File: config.mk
export PLATFORM = sky130hd
export DESIGN_NAME = ibr_timing
export DESIGN_NICKNAME = d
export VERILOG_FILES = /design/src/shared/ibr_pkg.sv /design/src/core/ibr_timing.sv
export SDC_FILE = /design/constraint.sdc
export NUM_CORES = 1
export LEC_CHECK = 0
export BUFFER_PORTS_ARGS = -buffer_cell sky130_fd_sc_hd__buf_2
export CORE_ASPECT_RATIO = 1.4
export CORE_MARGIN = 10
export CORE_UTILIZATION = 58
export CTS_CLUSTER_DIAMETER = 50
export CTS_CLUSTER_SIZE = 30
export DETAILED_ROUTE_END_ITERATION = 16
export PLACE_DENSITY = 0.79
export SLEW_MARGIN = 0
export SYNTH_ARGS = -nofsm -noshare
export SYNTH_HDL_FRONTEND = slang
export SYNTH_SLANG_ARGS = --single-unit
File: constraint.sdc
create_clock -name clk -period 4.4 [get_ports clk]
set_clock_uncertainty 0.15 [all_clocks]
set_input_delay 0.44 -clock clk [delete_from_list [all_inputs] [get_ports clk]]
set_output_delay 0.44 -clock clk [all_outputs]
set_load 0.01 [all_outputs]
File: src/shared/ibr_pkg.sv
package ibr_pkg;

  // ------------------------------------------------------------
  // Register map and reset values
  // ------------------------------------------------------------
  localparam logic [1:0] OFS_OWN_ADDR = 2'h0;
  localparam logic [1:0] OFS_RATE     = 2'h1;
  localparam logic [1:0] OFS_STATUS   = 2'h2;
  localparam logic [7:0] OWN_ADDR_RST = 8'h00;
  localparam logic [7:0] RATE_RST     = 8'h00;

  // ------------------------------------------------------------
  // Field positions
  // ------------------------------------------------------------
  localparam int ADDR_LSB = 1;
  localparam int FACTOR_MSB = 7;
  localparam int FACTOR_LSB = 6;
  localparam int CODE_MSB   = 5;
  localparam int DIV_LSB  = 32;
  localparam int SDAH_LSB = 22;
  localparam int STH_LSB  = 11;
  localparam int SPH_LSB  = 0;

  // Multiplier codes; code 11 is reserved
  localparam logic [1:0] FACTOR_X1 = 2'h0;
  localparam logic [1:0] FACTOR_X2 = 2'h1;
  localparam logic [1:0] FACTOR_X4 = 2'h2;

  // Pins idle released, so synchronisers start high
  localparam logic [2:0] SYNC_RST = 3'h7;

  typedef enum logic [1:0] {
    IBR_CMD_START = 2'h0,
    IBR_CMD_BIT   = 2'h1,
    IBR_CMD_STOP  = 2'h2
  } ibr_cmd_t;

  typedef enum logic [6:0] {
    ST_IDLE  = 7'h01,
    ST_SHOLD = 7'h02,
    ST_PARK  = 7'h04,
    ST_LOWH  = 7'h08,
    ST_LOWR  = 7'h10,
    ST_HIGH  = 7'h20,
    ST_PHOLD = 7'h40
  } ibr_state_t;

endpackage
File: src/core/ibr_timing.sv
// Our own choices: the register addresses and the plain strobed port.
module ibr_timing (
  // Clock, reset, enable
  input  wire logic       clk,
  input  wire logic       reset_n,
  input  wire logic       ce,
  // Register port
  input  wire logic [1:0] reg_addr,
  input  wire logic [7:0] reg_wdata,
  input  wire logic       reg_wr,
  input  wire logic       reg_rd,
  output logic      [7:0] reg_rdata,
  // Bit commands
  input  wire logic       cmd_valid,
  input  wire logic [1:0] cmd_op,
  input  wire logic       cmd_data,
  output logic            cmd_ready,
  output logic            rx_bit,
  // Address matching
  input  wire logic [6:0] rx_addr,
  output logic            addr_match,
  // Bus pins
  input  wire logic       scl_in,
  output logic            scl_out,
  output logic            scl_oe,
  input  wire logic       sda_in,
  output logic            sda_out,
  output logic            sda_oe
);

  // ------------------------------------------------------------
  // Divider and hold table: {div, sda hold, start hold, stop hold}
  // ------------------------------------------------------------
  localparam logic [43:0] RATE_TBL [64] = '{
    {12'h014, 10'h007, 11'h006, 11'h00b},
    {12'h016, 10'h007, 11'h007, 11'h00c},
    {12'h018, 10'h008, 11'h008, 11'h00d},
    {12'h01a, 10'h008, 11'h009, 11'h00e},
    {12'h01c, 10'h009, 11'h00a, 11'h00f},
    {12'h01e, 10'h009, 11'h00b, 11'h010},
    {12'h022, 10'h00a, 11'h00d, 11'h012},
    {12'h028, 10'h00a, 11'h010, 11'h015},
    {12'h01c, 10'h007, 11'h00a, 11'h00f},
    {12'h020, 10'h007, 11'h00c, 11'h011},
    {12'h024, 10'h009, 11'h00e, 11'h013},
    {12'h028, 10'h009, 11'h010, 11'h015},
    {12'h02c, 10'h00b, 11'h012, 11'h017},
    {12'h030, 10'h00b, 11'h014, 11'h019},
    {12'h038, 10'h00d, 11'h018, 11'h01d},
    {12'h044, 10'h00d, 11'h01e, 11'h023},
    {12'h030, 10'h009, 11'h012, 11'h019},
    {12'h038, 10'h009, 11'h016, 11'h01d},
    {12'h040, 10'h00d, 11'h01a, 11'h021},
    {12'h048, 10'h00d, 11'h01e, 11'h025},
    {12'h050, 10'h011, 11'h022, 11'h029},
    {12'h058, 10'h011, 11'h026, 11'h02d},
    {12'h068, 10'h015, 11'h02e, 11'h035},
    {12'h080, 10'h015, 11'h03a, 11'h041},
    {12'h050, 10'h009, 11'h026, 11'h029},
    {12'h060, 10'h009, 11'h02e, 11'h031},
    {12'h070, 10'h011, 11'h036, 11'h039},
    {12'h080, 10'h011, 11'h03e, 11'h041},
    {12'h090, 10'h019, 11'h046, 11'h049},
    {12'h0a0, 10'h019, 11'h04e, 11'h051},
    {12'h0c0, 10'h021, 11'h05e, 11'h061},
    {12'h0f0, 10'h021, 11'h076, 11'h079},
    {12'h0a0, 10'h011, 11'h04e, 11'h051},
    {12'h0c0, 10'h011, 11'h05e, 11'h061},
    {12'h0e0, 10'h021, 11'h06e, 11'h071},
    {12'h100, 10'h021, 11'h07e, 11'h081},
    {12'h120, 10'h031, 11'h08e, 11'h091},
    {12'h140, 10'h031, 11'h09e, 11'h0a1},
    {12'h180, 10'h041, 11'h0be, 11'h0c1},
    {12'h1e0, 10'h041, 11'h0ee, 11'h0f1},
    {12'h140, 10'h021, 11'h09e, 11'h0a1},
    {12'h180, 10'h021, 11'h0be, 11'h0c1},
    {12'h1c0, 10'h041, 11'h0de, 11'h0e1},
    {12'h200, 10'h041, 11'h0fe, 11'h101},
    {12'h240, 10'h061, 11'h11e, 11'h121},
    {12'h280, 10'h061, 11'h13e, 11'h141},
    {12'h300, 10'h081, 11'h17e, 11'h181},
    {12'h3c0, 10'h081, 11'h1de, 11'h1e1},
    {12'h280, 10'h041, 11'h13e, 11'h141},
    {12'h300, 10'h041, 11'h17e, 11'h181},
    {12'h380, 10'h081, 11'h1be, 11'h1c1},
    {12'h400, 10'h081, 11'h1fe, 11'h201},
    {12'h480, 10'h0c1, 11'h23e, 11'h241},
    {12'h500, 10'h0c1, 11'h27e, 11'h281},
    {12'h600, 10'h101, 11'h2fe, 11'h301},
    {12'h780, 10'h101, 11'h3be, 11'h3c1},
    {12'h500, 10'h081, 11'h27e, 11'h281},
    {12'h600, 10'h081, 11'h2fe, 11'h301},
    {12'h700, 10'h101, 11'h37e, 11'h381},
    {12'h800, 10'h101, 11'h3fe, 11'h401},
    {12'h900, 10'h181, 11'h47e, 11'h481},
    {12'ha00, 10'h181, 11'h4fe, 11'h501},
    {12'hc00, 10'h201, 11'h5fe, 11'h601},
    {12'hf00, 10'h201, 11'h77e, 11'h781}
  };

  // ------------------------------------------------------------
  // Registers
  // ------------------------------------------------------------
  logic [7:0] own_r, own_nxt;
  logic [7:0] rate_r, rate_nxt;
  logic [7:0] rdata_r, rdata_nxt;
  logic       match_r, match_nxt;
  logic [7:0] status;
  ibr_pkg::ibr_state_t st_r, st_nxt;

  always_comb begin
    own_nxt   = own_r;
    rate_nxt  = rate_r;
    rdata_nxt = 8'h00;
    if (reg_wr && reg_addr == ibr_pkg::OFS_OWN_ADDR) begin
      own_nxt = {reg_wdata[7:ibr_pkg::ADDR_LSB], 1'b0};
    end
    if (reg_wr && reg_addr == ibr_pkg::OFS_RATE) begin
      rate_nxt = reg_wdata;
    end
    if (reg_rd) begin
      unique case (reg_addr)
        ibr_pkg::OFS_OWN_ADDR: rdata_nxt = own_r;
        ibr_pkg::OFS_RATE:     rdata_nxt = rate_r;
        ibr_pkg::OFS_STATUS:   rdata_nxt = status;
        default:               rdata_nxt = 8'h00;
      endcase
    end
    // One compare serves the 7-bit address: the seven bits are the
    // whole address, compared with own address bits 7 to 1
    match_nxt = (rx_addr == own_r[7:ibr_pkg::ADDR_LSB]);
  end

  always_ff @(posedge clk) begin
    if (!reset_n) begin
      own_r   <= ibr_pkg::OWN_ADDR_RST;
      rate_r  <= ibr_pkg::RATE_RST;
      rdata_r <= 8'h00;
      match_r <= 1'b0;
    end else if (ce) begin
      own_r   <= own_nxt;
      rate_r  <= rate_nxt;
      rdata_r <= rdata_nxt;
      match_r <= match_nxt;
    end
  end

  // ------------------------------------------------------------
  // Pin synchronisers
  // ------------------------------------------------------------
  logic [2:0] scl_sy_r, scl_sy_nxt;
  logic [2:0] sda_sy_r, sda_sy_nxt;
  logic       scl_lvl_r, scl_lvl_nxt;
  logic       sda_lvl_r, sda_lvl_nxt;

  always_comb begin
    scl_sy_nxt  = {scl_sy_r[1:0], scl_in};
    sda_sy_nxt  = {sda_sy_r[1:0], sda_in};
    scl_lvl_nxt = scl_lvl_r;
    sda_lvl_nxt = sda_lvl_r;
    // Level moves only once stages two and three agree
    if (scl_sy_r[1] == scl_sy_r[2]) begin
      scl_lvl_nxt = scl_sy_r[2];
    end
    if (sda_sy_r[1] == sda_sy_r[2]) begin
      sda_lvl_nxt = sda_sy_r[2];
    end
  end

  always_ff @(posedge clk) begin
    if (!reset_n) begin
      scl_sy_r  <= ibr_pkg::SYNC_RST;
      sda_sy_r  <= ibr_pkg::SYNC_RST;
      scl_lvl_r <= 1'b1;
      sda_lvl_r <= 1'b1;
    end else if (ce) begin
      scl_sy_r  <= scl_sy_nxt;
      sda_sy_r  <= sda_sy_nxt;
      scl_lvl_r <= scl_lvl_nxt;
      sda_lvl_r <= sda_lvl_nxt;
    end
  end

  // ------------------------------------------------------------
  // Rate decode
  // ------------------------------------------------------------
  logic [43:0] ent;
  logic [1:0]  msh;
  logic [13:0] p_cyc, half_cyc, hold_cyc, sth_cyc, sph_cyc;

  always_comb begin
    ent = RATE_TBL[rate_r[ibr_pkg::CODE_MSB:0]];
    // Reserved code 11 falls back to factor 1
    unique case (rate_r[ibr_pkg::FACTOR_MSB:ibr_pkg::FACTOR_LSB])
      ibr_pkg::FACTOR_X2: msh = 2'h1;
      ibr_pkg::FACTOR_X4: msh = 2'h2;
      default:            msh = 2'h0;
    endcase
    p_cyc    = 14'(ent[ibr_pkg::DIV_LSB +: 12]) << msh;
    half_cyc = p_cyc >> 1;
    hold_cyc = 14'(ent[ibr_pkg::SDAH_LSB +: 10]) << msh;
    sth_cyc  = 14'(ent[ibr_pkg::STH_LSB +: 11]) << msh;
    sph_cyc  = 14'(ent[ibr_pkg::SPH_LSB +: 11]) << msh;
  end

  // ------------------------------------------------------------
  // Bus timing engine
  // ------------------------------------------------------------
  logic [13:0] cnt_r, cnt_nxt;
  logic [1:0]  kind_r, kind_nxt;
  logic        bit_r, bit_nxt;
  logic        rx_r, rx_nxt;
  logic        scl_drv_r, scl_drv_nxt;
  logic        sda_drv_r, sda_drv_nxt;
  logic        done, launch;

  assign done   = (cnt_r == 14'h0001);
  assign launch = cmd_valid && cmd_ready;
  assign status = {5'h00, st_r == ibr_pkg::ST_IDLE, sda_lvl_r, scl_lvl_r};

  always_comb begin
    cmd_ready = ce && ((st_r == ibr_pkg::ST_IDLE &&
                        cmd_op == ibr_pkg::IBR_CMD_START) ||
                       st_r == ibr_pkg::ST_PARK ||
                       (st_r == ibr_pkg::ST_HIGH && done &&
                        kind_r != ibr_pkg::IBR_CMD_START));
  end

  always_comb begin
    st_nxt      = st_r;
    cnt_nxt     = cnt_r - 14'h0001;
    kind_nxt    = kind_r;
    bit_nxt     = bit_r;
    rx_nxt      = rx_r;
    scl_drv_nxt = scl_drv_r;
    sda_drv_nxt = sda_drv_r;
    unique case (st_r)
      ibr_pkg::ST_IDLE: begin
        cnt_nxt = cnt_r;
        if (launch) begin
          sda_drv_nxt = 1'b1;
          cnt_nxt     = sth_cyc;
          st_nxt      = ibr_pkg::ST_SHOLD;
        end
      end
      ibr_pkg::ST_SHOLD: if (done) begin
        scl_drv_nxt = 1'b1;
        st_nxt      = ibr_pkg::ST_PARK;
      end
      ibr_pkg::ST_PARK: begin
        cnt_nxt = cnt_r;
        if (launch) begin
          kind_nxt = cmd_op;
          bit_nxt  = cmd_data;
          cnt_nxt  = hold_cyc;
          st_nxt   = ibr_pkg::ST_LOWH;
        end
      end
      ibr_pkg::ST_LOWH: if (done) begin
        // Low for stop or a zero bit, released for a one or restart
        sda_drv_nxt = (kind_r == ibr_pkg::IBR_CMD_STOP) ||
                      (kind_r == ibr_pkg::IBR_CMD_BIT && !bit_r);
        cnt_nxt     = half_cyc - hold_cyc;
        st_nxt      = ibr_pkg::ST_LOWR;
      end
      ibr_pkg::ST_LOWR: if (done) begin
        scl_drv_nxt = 1'b0;
        if (kind_r == ibr_pkg::IBR_CMD_STOP) begin
          cnt_nxt = sph_cyc;
          st_nxt  = ibr_pkg::ST_PHOLD;
        end else begin
          cnt_nxt = p_cyc - half_cyc;
          st_nxt  = ibr_pkg::ST_HIGH;
        end
      end
      ibr_pkg::ST_HIGH: if (done) begin
        if (kind_r == ibr_pkg::IBR_CMD_START) begin
          sda_drv_nxt = 1'b1;
          cnt_nxt     = sth_cyc;
          st_nxt      = ibr_pkg::ST_SHOLD;
        end else begin
          rx_nxt      = sda_lvl_r;
          scl_drv_nxt = 1'b1;
          cnt_nxt     = cnt_r;
          st_nxt      = ibr_pkg::ST_PARK;
          // Back-to-back command keeps the period exact
          if (launch) begin
            kind_nxt = cmd_op;
            bit_nxt  = cmd_data;
            cnt_nxt  = hold_cyc;
            st_nxt   = ibr_pkg::ST_LOWH;
          end
        end
      end
      ibr_pkg::ST_PHOLD: if (done) begin
        sda_drv_nxt = 1'b0;
        st_nxt      = ibr_pkg::ST_IDLE;
      end
      default: begin
        scl_drv_nxt = 1'b0;
        sda_drv_nxt = 1'b0;
        st_nxt      = ibr_pkg::ST_IDLE;
      end
    endcase
  end

  always_ff @(posedge clk) begin
    if (!reset_n) begin
      st_r      <= ibr_pkg::ST_IDLE;
      cnt_r     <= 14'h0001;
      kind_r    <= ibr_pkg::IBR_CMD_BIT;
      bit_r     <= 1'b0;
      rx_r      <= 1'b0;
      scl_drv_r <= 1'b0;
      sda_drv_r <= 1'b0;
    end else if (ce) begin
      st_r      <= st_nxt;
      cnt_r     <= cnt_nxt;
      kind_r    <= kind_nxt;
      bit_r     <= bit_nxt;
      rx_r      <= rx_nxt;
      scl_drv_r <= scl_drv_nxt;
      sda_drv_r <= sda_drv_nxt;
    end
  end

  assign reg_rdata  = rdata_r;
  assign addr_match = match_r;
  assign rx_bit     = rx_r;
  assign scl_out    = 1'b0;
  assign sda_out    = 1'b0;
  assign scl_oe     = scl_drv_r;
  assign sda_oe     = sda_drv_r;

  // ------------------------------------------------------------
  // Checks
  // ------------------------------------------------------------
  logic [13:0] age_r, bage_r;
  logic [6:0]  wd_hi;
  assign wd_hi = reg_wdata[7:1];

  always_ff @(posedge clk) begin
    if (!reset_n) begin
      age_r  <= 14'h0000;
      bage_r <= 14'h0000;
    end else if (ce) begin
      age_r  <= (st_nxt != st_r) ? 14'h0000 : age_r + 14'h0001;
      bage_r <= (st_nxt == ibr_pkg::ST_LOWH && st_r != ibr_pkg::ST_LOWH)
                ? 14'h0000 : bage_r + 14'h0001;
    end
  end
endmodule

# Yosys cells after proc, flatten, opt, wreduce, memory -nomap -nowiden
# Memories as Yosys holds them, arrays and structs flattened.
# Index checks and enable logic that the tools add are counted.
classes:
  n_addsub: 3
  n_lt_le_gt_ge: 1
  n_eq_ne: 26
  shifts: 4
  muxes: 42
  n_bitwise: 4
  reduce_logical: 29
ops:
  columns: ["operator", "n"]
  rows:
  - ["14-bit two-way mux", 7]
  - ["44-bit two-way mux", 2]
  - ["14-bit one-hot mux with 5 select lines", 1]
  - ["7-bit two-way mux", 8]
  - ["7-bit one-hot mux with 7 select lines", 1]
  - ["11-bit by 2-bit left shift with 14-bit output", 2]
  - ["8-bit one-hot mux with 3 select lines", 1]
  - ["14-bit by 1-bit == test with 1-bit output, second input constant", 1]
  - ["2-bit != test, second input constant", 7]
  - ["10-bit by 2-bit left shift with 14-bit output", 1]
  - ["12-bit by 2-bit left shift with 14-bit output", 1]
  - ["13-bit by 14-bit subtractor with 14-bit output", 1]
  - ["14-bit by 1-bit subtractor with 14-bit output, second input constant", 1]
  - ["14-bit by 13-bit subtractor with 14-bit output", 1]
  - ["1-bit two-way mux", 11]
  - ["2-bit AND reduction", 5]
  - ["1-bit logical AND", 8]
  - ["4-bit two-way mux", 2]
  - ["8-bit two-way mux", 1]
  - ["2-bit one-hot mux with 2 select lines", 2]
  - ["4-bit AND reduction", 2]
  - ["8-bit AND reduction", 1]
  - ["7-bit by 1-bit == test with 1-bit output, second input constant", 1]
  - ["7-bit by 2-bit == test with 1-bit output, second input constant", 1]
  - ["25 further kinds", 40]
word_totals:
  register_bits: 59
  mem_bits_ro: 2816
  inputBits: 28
  output_inout_bits: 15
  elab_cells: 125
  memories: 1
memory_table:
  columns: ["name", "words", "word_bits", "read_ports", "rd_clocked_by_memory_dff", "write_ports", "line", "text"]
  rows:
  - ["(no name shown)", 64, 44, 1, 0, 0, "ibr_timing.sv:192", "ent = RATE_TBL[rate_r[ibr_pkg::CODE_MSB:0]];"]

# Logic depth before layout (Yosys ltp)
# Gate-level depths: netlist of run 1.
logic_depth:
  word_depth: 10
  mapped_depth: 20
  depth_no_buf: 18

# Least setup slack after synthesis of run 1
# No wires, ideal clock.
synth_timing:
  path_kind: "flip-flop to flip-flop"
  from: "register rate_r[1]"
  to: "register cnt_r[9]"
  setup_ps: 136
  arrival_time_ps: 4205
  required_time_ps: 4114
  setup_slack_ps: -91
  stages_incl_launch_ff: 20
  period_less_slack_ps: 4491
  path_cell_list: "dfxtp_1 -> buf_2 -> inv_1 -> ha_1 -> clkbuf_1 -> mux4_2 -> nand2_1 -> a21boi_0 -> or2_2 -> nand2_1 -> o21a_1 -> ha_1 -> a21o_1 -> a2111o_1 -> o22ai_1 -> a21oi_1 -> xor2_1 -> o221a_2 -> o311ai_1 -> o211ai_1"
synth_between:
  elab_chain_cells: 9
synth_rtl:
  columns: ["element", "line", "text"]
  rows:
  - ["start, declared", "ibr_timing.sv:105", "logic [7:0] rate_r, rate_nxt;"]
  - ["start signal, assigned", "ibr_timing.sv:137", "rate_r <= ibr_pkg::RATE_RST;"]
  - ["start signal, assigned", "ibr_timing.sv:142", "rate_r <= rate_nxt;"]
  - ["6-bit NOT with 7-bit output (implied by the code) (*)", "ibr_timing.sv:192", null]
  - ["memory read 64 x 44 bit (*)", null, null]
  - ["44-bit two-way mux (implied by the code) (*) (2 in a row)", "ibr_timing.sv:192", null]
  - ["12-bit by 2-bit left shift with 14-bit output or 10-bit by 2-bit left shift with 14-bit output (tied branches)", "ibr_timing.sv:199, ibr_timing.sv:201", null]
  - ["14-bit by 13-bit subtractor with 14-bit output or 14-bit two-way mux (tied branches)", "ibr_timing.sv:272, ibr_timing.sv:252, ibr_timing.sv:287", null]
  - ["14-bit two-way mux (on tied branches)", "ibr_timing.sv:268, ibr_timing.sv:277", null]
  - ["14-bit two-way mux (on tied branches)", "ibr_timing.sv:266, ibr_timing.sv:276", null]
  - ["14-bit one-hot mux with 5 select lines (*)", "ibr_timing.sv:237", "unique case (st_r)"]
  - ["end signal, assigned", "ibr_timing.sv:318", "cnt_r <= cnt_nxt;"]
  - ["end, declared", "ibr_timing.sv:209", "logic [13:0] cnt_r, cnt_nxt;"]
# Every way passes the cells marked *; elsewhere a longest branch is shown, timed or not. The select of a mux whose other input is x is not followed.
# A chain may end at the register's enable or synchronous reset.

# Worst setup path after layout of run 1
# Ends and elaborated chain as after synthesis.

==> results of run 1 <==
-- metal layers --
metal,vias to the layer above,part of all wire,GRT usage
met2,598,0.46,0.531
met5,-,0,0
met3,131,0.10,0.0549
met4,0,0.057,0.148
met1,4347,0.38,0.387
li1,4203,-,-
-- logic make-up after synthesis --
family,Yosys count,share of synthesized area
XOR/XNOR,33,0.0372
multiplexers,46,0.0655
AO/OA/AOI/OAI,394,0.354
other,2,0.000967
buffers and inverters,127,0.0675
flip-flops,59,0.152
adder cells (fa/ha/maj),39,0.0635
AND/OR/NAND/NOR,391,0.259
-- worst paths after layout --
check / from / endpoint / cells past startpoint
worst max-delay path: rate_r[1] / cnt_r[9] / 18
worst min-delay path: sda_in / sda_sy_r[0] / 3
worst max register to register: rate_r[1] / cnt_r[9] / 18
worst min register to register: rx_bit / rx_bit / 2
-- metrics by stage --
stage / hold WS, ps / total power, mW / instances / utilization / instance area (um2)
finish: 167 / 2.52 / 1324 / 0.671 / 8900
global route: 170 / 2.62 / 1323 / 0.671 / 8900
CTS: 162 / 2.45 / 1323 / 0.663 / 8790
detailed placement: 309 / 1.71 / 1307 / 0.640 / 8490
global placement: 304 / 1.71 / 1307 / 0.640 / 8490
floorplan: 291 / 1.35 / 1092 / - / 7780
-- timing repair --
action | CTS | global route
pin swaps | 0 | 3
gates resized for setup | 4 | 26
endpoints found under the setup margin | 2 | 9
-- cell type report --
cell class,count,share of cell area
multi-input cells,906,0.693
flip-flops and latches,59,0.133
repair buffers,122,0.0977
well taps,182,0.0256
clock buffers,9,0.0253
inverters,38,0.0160
clock inverters,7,0.00843
diodes,1,0.000281
-- sequential cells by signal (all words and copies together), names as in the netlist --
register,count
kind_r,2
sda_sy_r,3
addr_match,1
st_r,7
bit_r,1
rx_bit,1
own_r,7
sda_lvl_r,1
scl_sy_r,3
sda_oe,1
scl_lvl_r,1
rate_r,8
reg_rdata,8
cnt_r,14
scl_oe,1
-- critical path, delay by kind of cell, from the launching register on --
kind	cells	cell delay (ps)
AOI/OAI and AO/OA	8	1830
xor gates and xnor gates	1	150
adders and majority gates	2	570
buffers and inverters	5	770
DFF	1	320
muxes	1	230
and+or+nand+nor	1	60
-- cells in the final DEF (no fill, tap or decap), types with 12 or more instances in the layout --
| cell type | count |
|---|---|
| sky130_fd_sc_hd__and2_1 | 23 |
| sky130_fd_sc_hd__buf_2 | 40 |
| sky130_fd_sc_hd__nand4_1 | 16 |
| sky130_fd_sc_hd__xnor2_1 | 18 |
| sky130_fd_sc_hd__a21o_1 | 14 |
| sky130_fd_sc_hd__ha_1 | 34 |
| sky130_fd_sc_hd__o211ai_1 | 23 |
| sky130_fd_sc_hd__a211oi_1 | 21 |
| sky130_fd_sc_hd__nor3b_1 | 12 |
| sky130_fd_sc_hd__a31oi_1 | 16 |
| sky130_fd_sc_hd__nand2_1 | 101 |
| sky130_fd_sc_hd__mux2i_1 | 39 |
| sky130_fd_sc_hd__inv_1 | 36 |
| sky130_fd_sc_hd__nor2_1 | 71 |
| sky130_fd_sc_hd__buf_4 | 77 |
| sky130_fd_sc_hd__dfxtp_1 | 55 |
| sky130_fd_sc_hd__nand2b_1 | 20 |
| sky130_fd_sc_hd__nor2b_1 | 28 |
| sky130_fd_sc_hd__a21oi_1 | 82 |
| sky130_fd_sc_hd__o21a_1 | 13 |
| sky130_fd_sc_hd__a21boi_0 | 12 |
| sky130_fd_sc_hd__nor3_1 | 24 |
| sky130_fd_sc_hd__o22ai_1 | 16 |
| sky130_fd_sc_hd__o21ai_0 | 70 |
| sky130_fd_sc_hd__xor2_1 | 15 |
| sky130_fd_sc_hd__nand3_1 | 40 |
-- power groups by stage --
stage	Sequential [mW]	Combinational, mW	Clock, mW
4_1_cts	0.613	1.09	0.749
3_3_place_gp	0.624	1.08	0
6_report	0.617	1.15	0.751
5_1_grt	0.620	1.22	0.775
2_1_floorplan	0.598	0.753	0
3_5_place_dp	0.625	1.08	0
==> flow_summary.rst, run 1 <==
.. list-table::
   :header-rows: 1

   * - Metric
     - Value
   * - Upper clock frequency limit
     - about 240 MHz
   * - Transition at the pin with the smallest max-transition slack
     - ~920 ps
   * - Path class of the lowest-slack min-delay path
     - primary input to register
   * - Clk network pwr share
     - 0.298
   * - Total congestion overflow
     - 0
   * - Most common library cells after synthesis
     - sky130_fd_sc_hd__nand2_1, sky130_fd_sc_hd__a21oi_1, sky130_fd_sc_hd__o21ai_0, sky130_fd_sc_hd__nor2_1, sky130_fd_sc_hd__dfxtp_1
   * - Remaining antenna violation count after routing
     - 0
   * - Area share of the leading cell type in the synthesized netlist
     - 0.152
   * - Share of the clock period used by the worst path
     - 0.959
   * - Final-report setup violation count
     - 0
   * - Most common cell on crit path
     - sky130_fd_sc_hd__buf_4
   * - Cells after Synth
     - 1091
   * - Clock transition at path regs
     - roughly 70 ps
   * - Floorplan core area
     - roughly 13000 um2
   * - Signed area change from the synthesized netlist to the final layout
     - 14.6%
   * - Largest stage delay, worst path
     - 350 ps
   * - Via density per instance
     - approximately 7
   * - Relative slew slack
     - 0.379
   * - Async SR Flop Fraction
     - 0
   * - Power spent charging and discharging nets
     - 1.10 mW
   * - Post-place setup slack
     - -14.5 ps
   * - Required time of the critical path
     - about 4500 ps
   * - Cell taking the most area after synthesis
     - sky130_fd_sc_hd__dfxtp_1
   * - Cell area after technology mapping
     - 7770 um2
   * - Cell internal power dissipation
     - between 1 and 1.5 mW
   * - Number of buffers on the longest clock path
     - 2
   * - Worst Setup Start Kind
     - register
   * - Count of flip-flops with a built-in enable after synthesis
     - 0
   * - Power density relative to cell area
     - around 280 nW/um2
   * - Floorplan die area
     - 18500 um2
   * - Maximum number of pins on one net before global-route repair
     - between 60 and 70
   * - Post-route setup TNS
     - 0 ps
   * - Setup slack after layout
     - approximately 180 ps
   * - Avg Cell Area, Syn
     - a little over 7 um2
   * - Number of vias in the routed layout
     - 9279
   * - Maximum vdd ir drop
     - around 0.54 mV
   * - Final Wtd Congestion
     - around 1.0
   * - Static leakage power
     - ~3.4 nW
   * - Crit Path Max Fanout
     - 9
   * - Number of hold buffers added after cts
     - 0
   * - Vias in the first global route
     - about 8500
   * - Starting density of the core
     - 0.586
   * - Detailed-placement wirelength estimate
     - between 20 and 25 mm
   * - Post-layout min period
     - between 4000 and 5000 ps
   * - Count leader, synth
     - sky130_fd_sc_hd__nand2_1
   * - Register share of total power
     - 0.245
   * - Wire per inst
     - between 20 and 25 um
   * - Net switching share of the total power
     - 0.435
   * - Die Y
     - about 160 um
   * - Number of hold-slack violations in the final timing report
     - 0
   * - Cell at the root of the clock tree
     - sky130_fd_sc_hd__clkbuf_16
   * - Maximum level of the CTS H-tree
     - 3
   * - Max-cap violation count
     - 0
   * - Yosys reg bits
     - 59
   * - Fraction of layout instances using a drive strength above 1
     - 0.174
   * - Share of power burned in combinational logic
     - 0.457
   * - Synth area leaders
     - sky130_fd_sc_hd__dfxtp_1, sky130_fd_sc_hd__ha_1, sky130_fd_sc_hd__a21oi_1
   * - CTS tree
     - yes
   * - Critical setup path kind
     - register to register
   * - Final Net Count
     - ~1200
   * - Count of different cell masters after synthesis
     - 92
   * - Port Buf Inserts
     - 40
   * - Run status
     - complete, no violations
   * - Num CTS Buffers
     - 9
   * - Number of DRC violations after detailed-routing iteration 0
     - 1531
   * - Register cell area after layout
     - about 1200 um2
   * - Row count
     - 50
   * - Clock network latency to the later pin of the worst-skew pair
     - between 300 and 400 ps
   * - FF-to-FF setup slack
     - ~180 ps
   * - Overall routing resource usage
     - 0.317
   * - Initial antenna violation count
     - 0
   * - Critical-path top delay cell
     - sky130_fd_sc_hd__a21oi_1
   * - Total number of yosys warnings
     - 0
   * - First-pass DRT Iterations
     - 6
   * - Count of boundary I/O pins
     - 43
   * - Fill cell count
     - between 1000 and 1500
   * - Slew Limit Fails
     - 0
   * - Final Routed Wirelength
     - slightly above 30 mm
   * - Footprint of the multi-input gates
     - about 6200 um2
   * - Share of the yosys chip area belonging to registers
     - 0.152
   * - Kind of end point of the critical path
     - register
   * - Main synth FF type
     - sky130_fd_sc_hd__dfxtp_1
   * - Post-CTS repair timing setup buffer count
     - 0
   * - Wire length of the first global-routing pass
     - 47.5 mm
   * - List of cells traversed by the critical path
     - inv_1 -> ha_2 -> buf_4 -> mux2i_2 -> buf_4 -> nor3_2 -> a21oi_1 -> a22oi_2 -> inv_1 -> ha_1 -> a21o_1 -> o311ai_0 -> buf_4 -> a21oi_1 -> xor2_1 -> o221a_2 -> o311ai_2 -> o211ai_1
   * - Drt drc
     - 0
   * - Worst path arrival time
     - 4290 ps
   * - Chip width
     - around 120 um
   * - CTS sink count
     - 59
(Power assumes the default switching activity.)
==> run 2: changes to the inputs <==
Settings changed: CORE_MARGIN 10 to not set.
==> run 2 against run 1 <==
Utilization is 1.0 points higher. Worst setup slack got worse by 31 ps. Die area is 25% lower. Power is 4.8% lower. Largest power group unchanged.
==> flow_summary.rst, run 2 (synthesis gave the netlist of run 1 again) <==
.. list-table::
   :header-rows: 1

   * - Metric
     - Value
   * - Drt drc
     - 0 (unchanged)
   * - Num CTS Buffers
     - 9 (unchanged)
   * - Flip-flop count of the largest register after layout
     - 14 (unchanged)
   * - Relative slew slack
     - 0.315 (-0.0649)
   * - Crit Path Max Fanout
     - 7 (-2)
   * - Signed area change from the synthesized netlist to the final layout
     - 13.5%
   * - CTS sink count
     - 59 (unchanged)
   * - Most common cell after layout, fill and taps aside
     - sky130_fd_sc_hd__nand2_1
   * - Post-route total power
     - 2.40 mW (-4.8%)
   * - Max-cap violation count
     - 0 (unchanged)
   * - Floorplan core area
     - 12900 um2 (-2.5%)
   * - Most used cells in the layout excluding fill and tap cells
     - sky130_fd_sc_hd__nand2_1, sky130_fd_sc_hd__a21oi_1, sky130_fd_sc_hd__buf_4, sky130_fd_sc_hd__nor2_1, sky130_fd_sc_hd__o21ai_0
   * - Met2 wire length
     - 12.9 mm (-9.3%)
   * - Floorplan die area
     - 13900 um2 (-25%)
   * - CTS tree
     - yes
   * - Detailed-placement wirelength estimate
     - 21.0 mm (-9.0%)
   * - Post-layout min period
     - 4250 ps (+30.5 ps)
   * - Fraction of layout instances using a drive strength above 1
     - 0.168 (-0.00598)
   * - Static leakage power
     - 3.32 nW (-1.6%)
   * - Register containing the most flip-flops in the final layout
     - cnt_r
   * - Via density per instance
     - 6.92 (-1.2%)
   * - Final Routed Wirelength
     - 28.3 mm (-8.1%)
   * - Post-Route M1 WL
     - 10.9 mm (-6.9%)
   * - Transition at the pin with the smallest max-transition slack
     - 1030 ps (+106 ps)
   * - Slew Limit Fails
     - 0 (unchanged)
   * - Starting density of the core
     - 0.601 (+0.0148)
   * - Number of vias in the routed layout
     - 9084 (-2.1%)
   * - Final Net Count
     - 1195 (-0.58%)
   * - Total congestion overflow
     - 0 (unchanged)
   * - Number of DRC violations after detailed-routing iteration 0
     - 1014 (-34%)
   * - Reg2reg end
     - cnt_r[11]
   * - Origin of the critical flop-to-flop path
     - rate_r[1]
   * - Overall routing resource usage
     - 0.410 (+0.0933)
   * - Count of boundary I/O pins
     - 43 (unchanged)
   * - Chip width
     - 99.8 um (-15%)
   * - Port Buf Inserts
     - 40 (unchanged)
   * - Final-report setup violation count
     - 0 (unchanged)
   * - Path class of the lowest-slack min-delay path
     - primary input to register
   * - Cell at the root of the clock tree
     - sky130_fd_sc_hd__clkbuf_16
   * - Power density relative to cell area
     - 272 nW/um2 (-3.9%)
   * - Worst Setup Start Kind
     - register
   * - Wire length of the first global-routing pass
     - 44.9 mm (-5.4%)
   * - Depth of the worst register-to-register path
     - 19 (+1)
   * - Antenna Diode Count
     - 0 (-1)
   * - First-pass DRT Iterations
     - 8 (+2)
   * - Endpoint, Worst Hold
     - kind_r[0]
   * - Post-Route Utilization
     - 0.682 (+0.0104)
   * - Fill cell count
     - 1118 (-7.5%)
   * - FF-to-FF setup slack
     - 150 ps (-30 ps)
   * - Critical setup path kind
     - register to register
   * - Kind of end point of the critical path
     - register
   * - Run status
     - complete, no violations
   * - Topmost layer with routed signal wires
     - met4
   * - Number of hold buffers added after cts
     - 0 (unchanged)
   * - Routed length on met3
     - 2.85 mm (-9.0%)
   * - Remaining antenna violation count after routing
     - 0 (unchanged)
   * - Wire per inst
     - 21.6 um (-7.3%)
   * - Post-route setup TNS
     - 0 ps (unchanged)
   * - Number of buffers on the longest clock path
     - 2 (unchanged)
   * - Initial antenna violation count
     - 0 (unchanged)
   * - Required time of the critical path
     - 4460 ps (about the same)
   * - Maximum number of pins on one net before global-route repair
     - 68 (unchanged)
   * - Number of hold-slack violations in the final timing report
     - 0 (unchanged)
   * - Vias in the first global route
     - 8453 (-0.96%)
   * - Hold depth
     - 3 (unchanged)
   * - Share of the clock period used by the worst path
     - 0.966 (+0.00694)
   * - Row count
     - 49 (-2.0%)
   * - Final Wtd Congestion
     - 1.00 (-1.6%)
   * - Maximum vdd ir drop
     - 0.370 mV (-32%)
   * - Worst path arrival time
     - 4310 ps (+20 ps)
   * - Beginning of the worst hold path
     - cmd_op[0]
   * - Maximum level of the CTS H-tree
     - 3 (unchanged)
   * - Die Y
     - 139 um (-11%)
   * - Upper clock frequency limit
     - 235 MHz (-0.72%)
   * - Clock network latency to the later pin of the worst-skew pair
     - 340 ps (about the same)
   * - Clock transition at path regs
     - 60 ps (about the same)
==> run 2: final cells by class <==
| type | count | area [um2] | area share |
|---|---|---|---|
| clock buffer | 9 | 225 | 0.0255 |
| clock inverter | 7 | 57.6 | 0.00653 |
| inverter | 38 | 143 | 0.0162 |
| multi-input combinational | 906 | 6180 | 0.701 |
| sequential | 59 | 1190 | 0.135 |
| tap | 178 | 223 | 0.0253 |
| timing repair buffer | 115 | 801 | 0.0908 |
==> run 2: per-layer routing <==
layer,vias up,global-route usage
li1,4176,-
met1,4149,0.536
met2,626,0.652
met3,133,0.0559
met4,0,0.213
met5,-,0
==> run 2: stage by stage <==
| step | hold WS, ps | std cells | setup WS, ps | cell area, um2 |
|---|---|---|---|---|
| finish | 171 | 1312 | 150 | 8820 |
| global route | 174 | 1312 | -22.3 | 8820 |
| CTS | 165 | 1310 | 10.6 | 8700 |
| global placement | 305 | 1294 | 71.5 | 8400 |
| floorplan | 291 | 1092 | 22.4 | 7780 |
| detailed placement | 314 | 1294 | -26.7 | 8400 |
==> run 2: critical path: stages, from the launching register on <==
cell                      delay [ps]
sky130_fd_sc_hd__dfxtp_2         320
sky130_fd_sc_hd__buf_4           160
sky130_fd_sc_hd__ha_2            220
sky130_fd_sc_hd__buf_4           170
sky130_fd_sc_hd__xor2_1          160
sky130_fd_sc_hd__o221a_2         260
sky130_fd_sc_hd__a31oi_2         260
sky130_fd_sc_hd__o21ai_0         120
sky130_fd_sc_hd__a22o_1          280
sky130_fd_sc_hd__buf_4           170
sky130_fd_sc_hd__ha_1            320
sky130_fd_sc_hd__buf_4           170
sky130_fd_sc_hd__o21a_1          170
sky130_fd_sc_hd__o21a_1          180
sky130_fd_sc_hd__o21ai_0         160
sky130_fd_sc_hd__o22ai_1          90
sky130_fd_sc_hd__a21oi_1         210
sky130_fd_sc_hd__xnor2_1          90
sky130_fd_sc_hd__o21ai_0         340
sky130_fd_sc_hd__a21oi_1         120
==> run 2: how the worst max path moves through the flow <==
stage                     startpoint         to  slack, ps
after floorplan            rate_r[1]   cnt_r[9]         20
after global placement     rate_r[0]   cnt_r[9]         70
after detailed placement   rate_r[0]  cnt_r[10]        -30
after CTS                  rate_r[1]  cnt_r[10]         10
after global routing       rate_r[1]   cnt_r[9]        -20
final                      rate_r[1]  cnt_r[11]        150
==> run 2: timing repair <==
item,in CTS,in global routing
endpoints found under the setup margin,4,8
gates resized for setup,3,27
pin swaps,0,4
setup buffers,0,2
==> run 2: power breakdown <==
| part | total [mW] | internal (mW) | switching (mW) |
|---|---|---|---|
| clock network | 0.683 | 0.390 | 0.294 |
| logic | 1.10 | 0.394 | 0.702 |
| registers | 0.618 | 0.564 | 0.0542 |
| total | 2.40 | 1.35 | 1.05 |
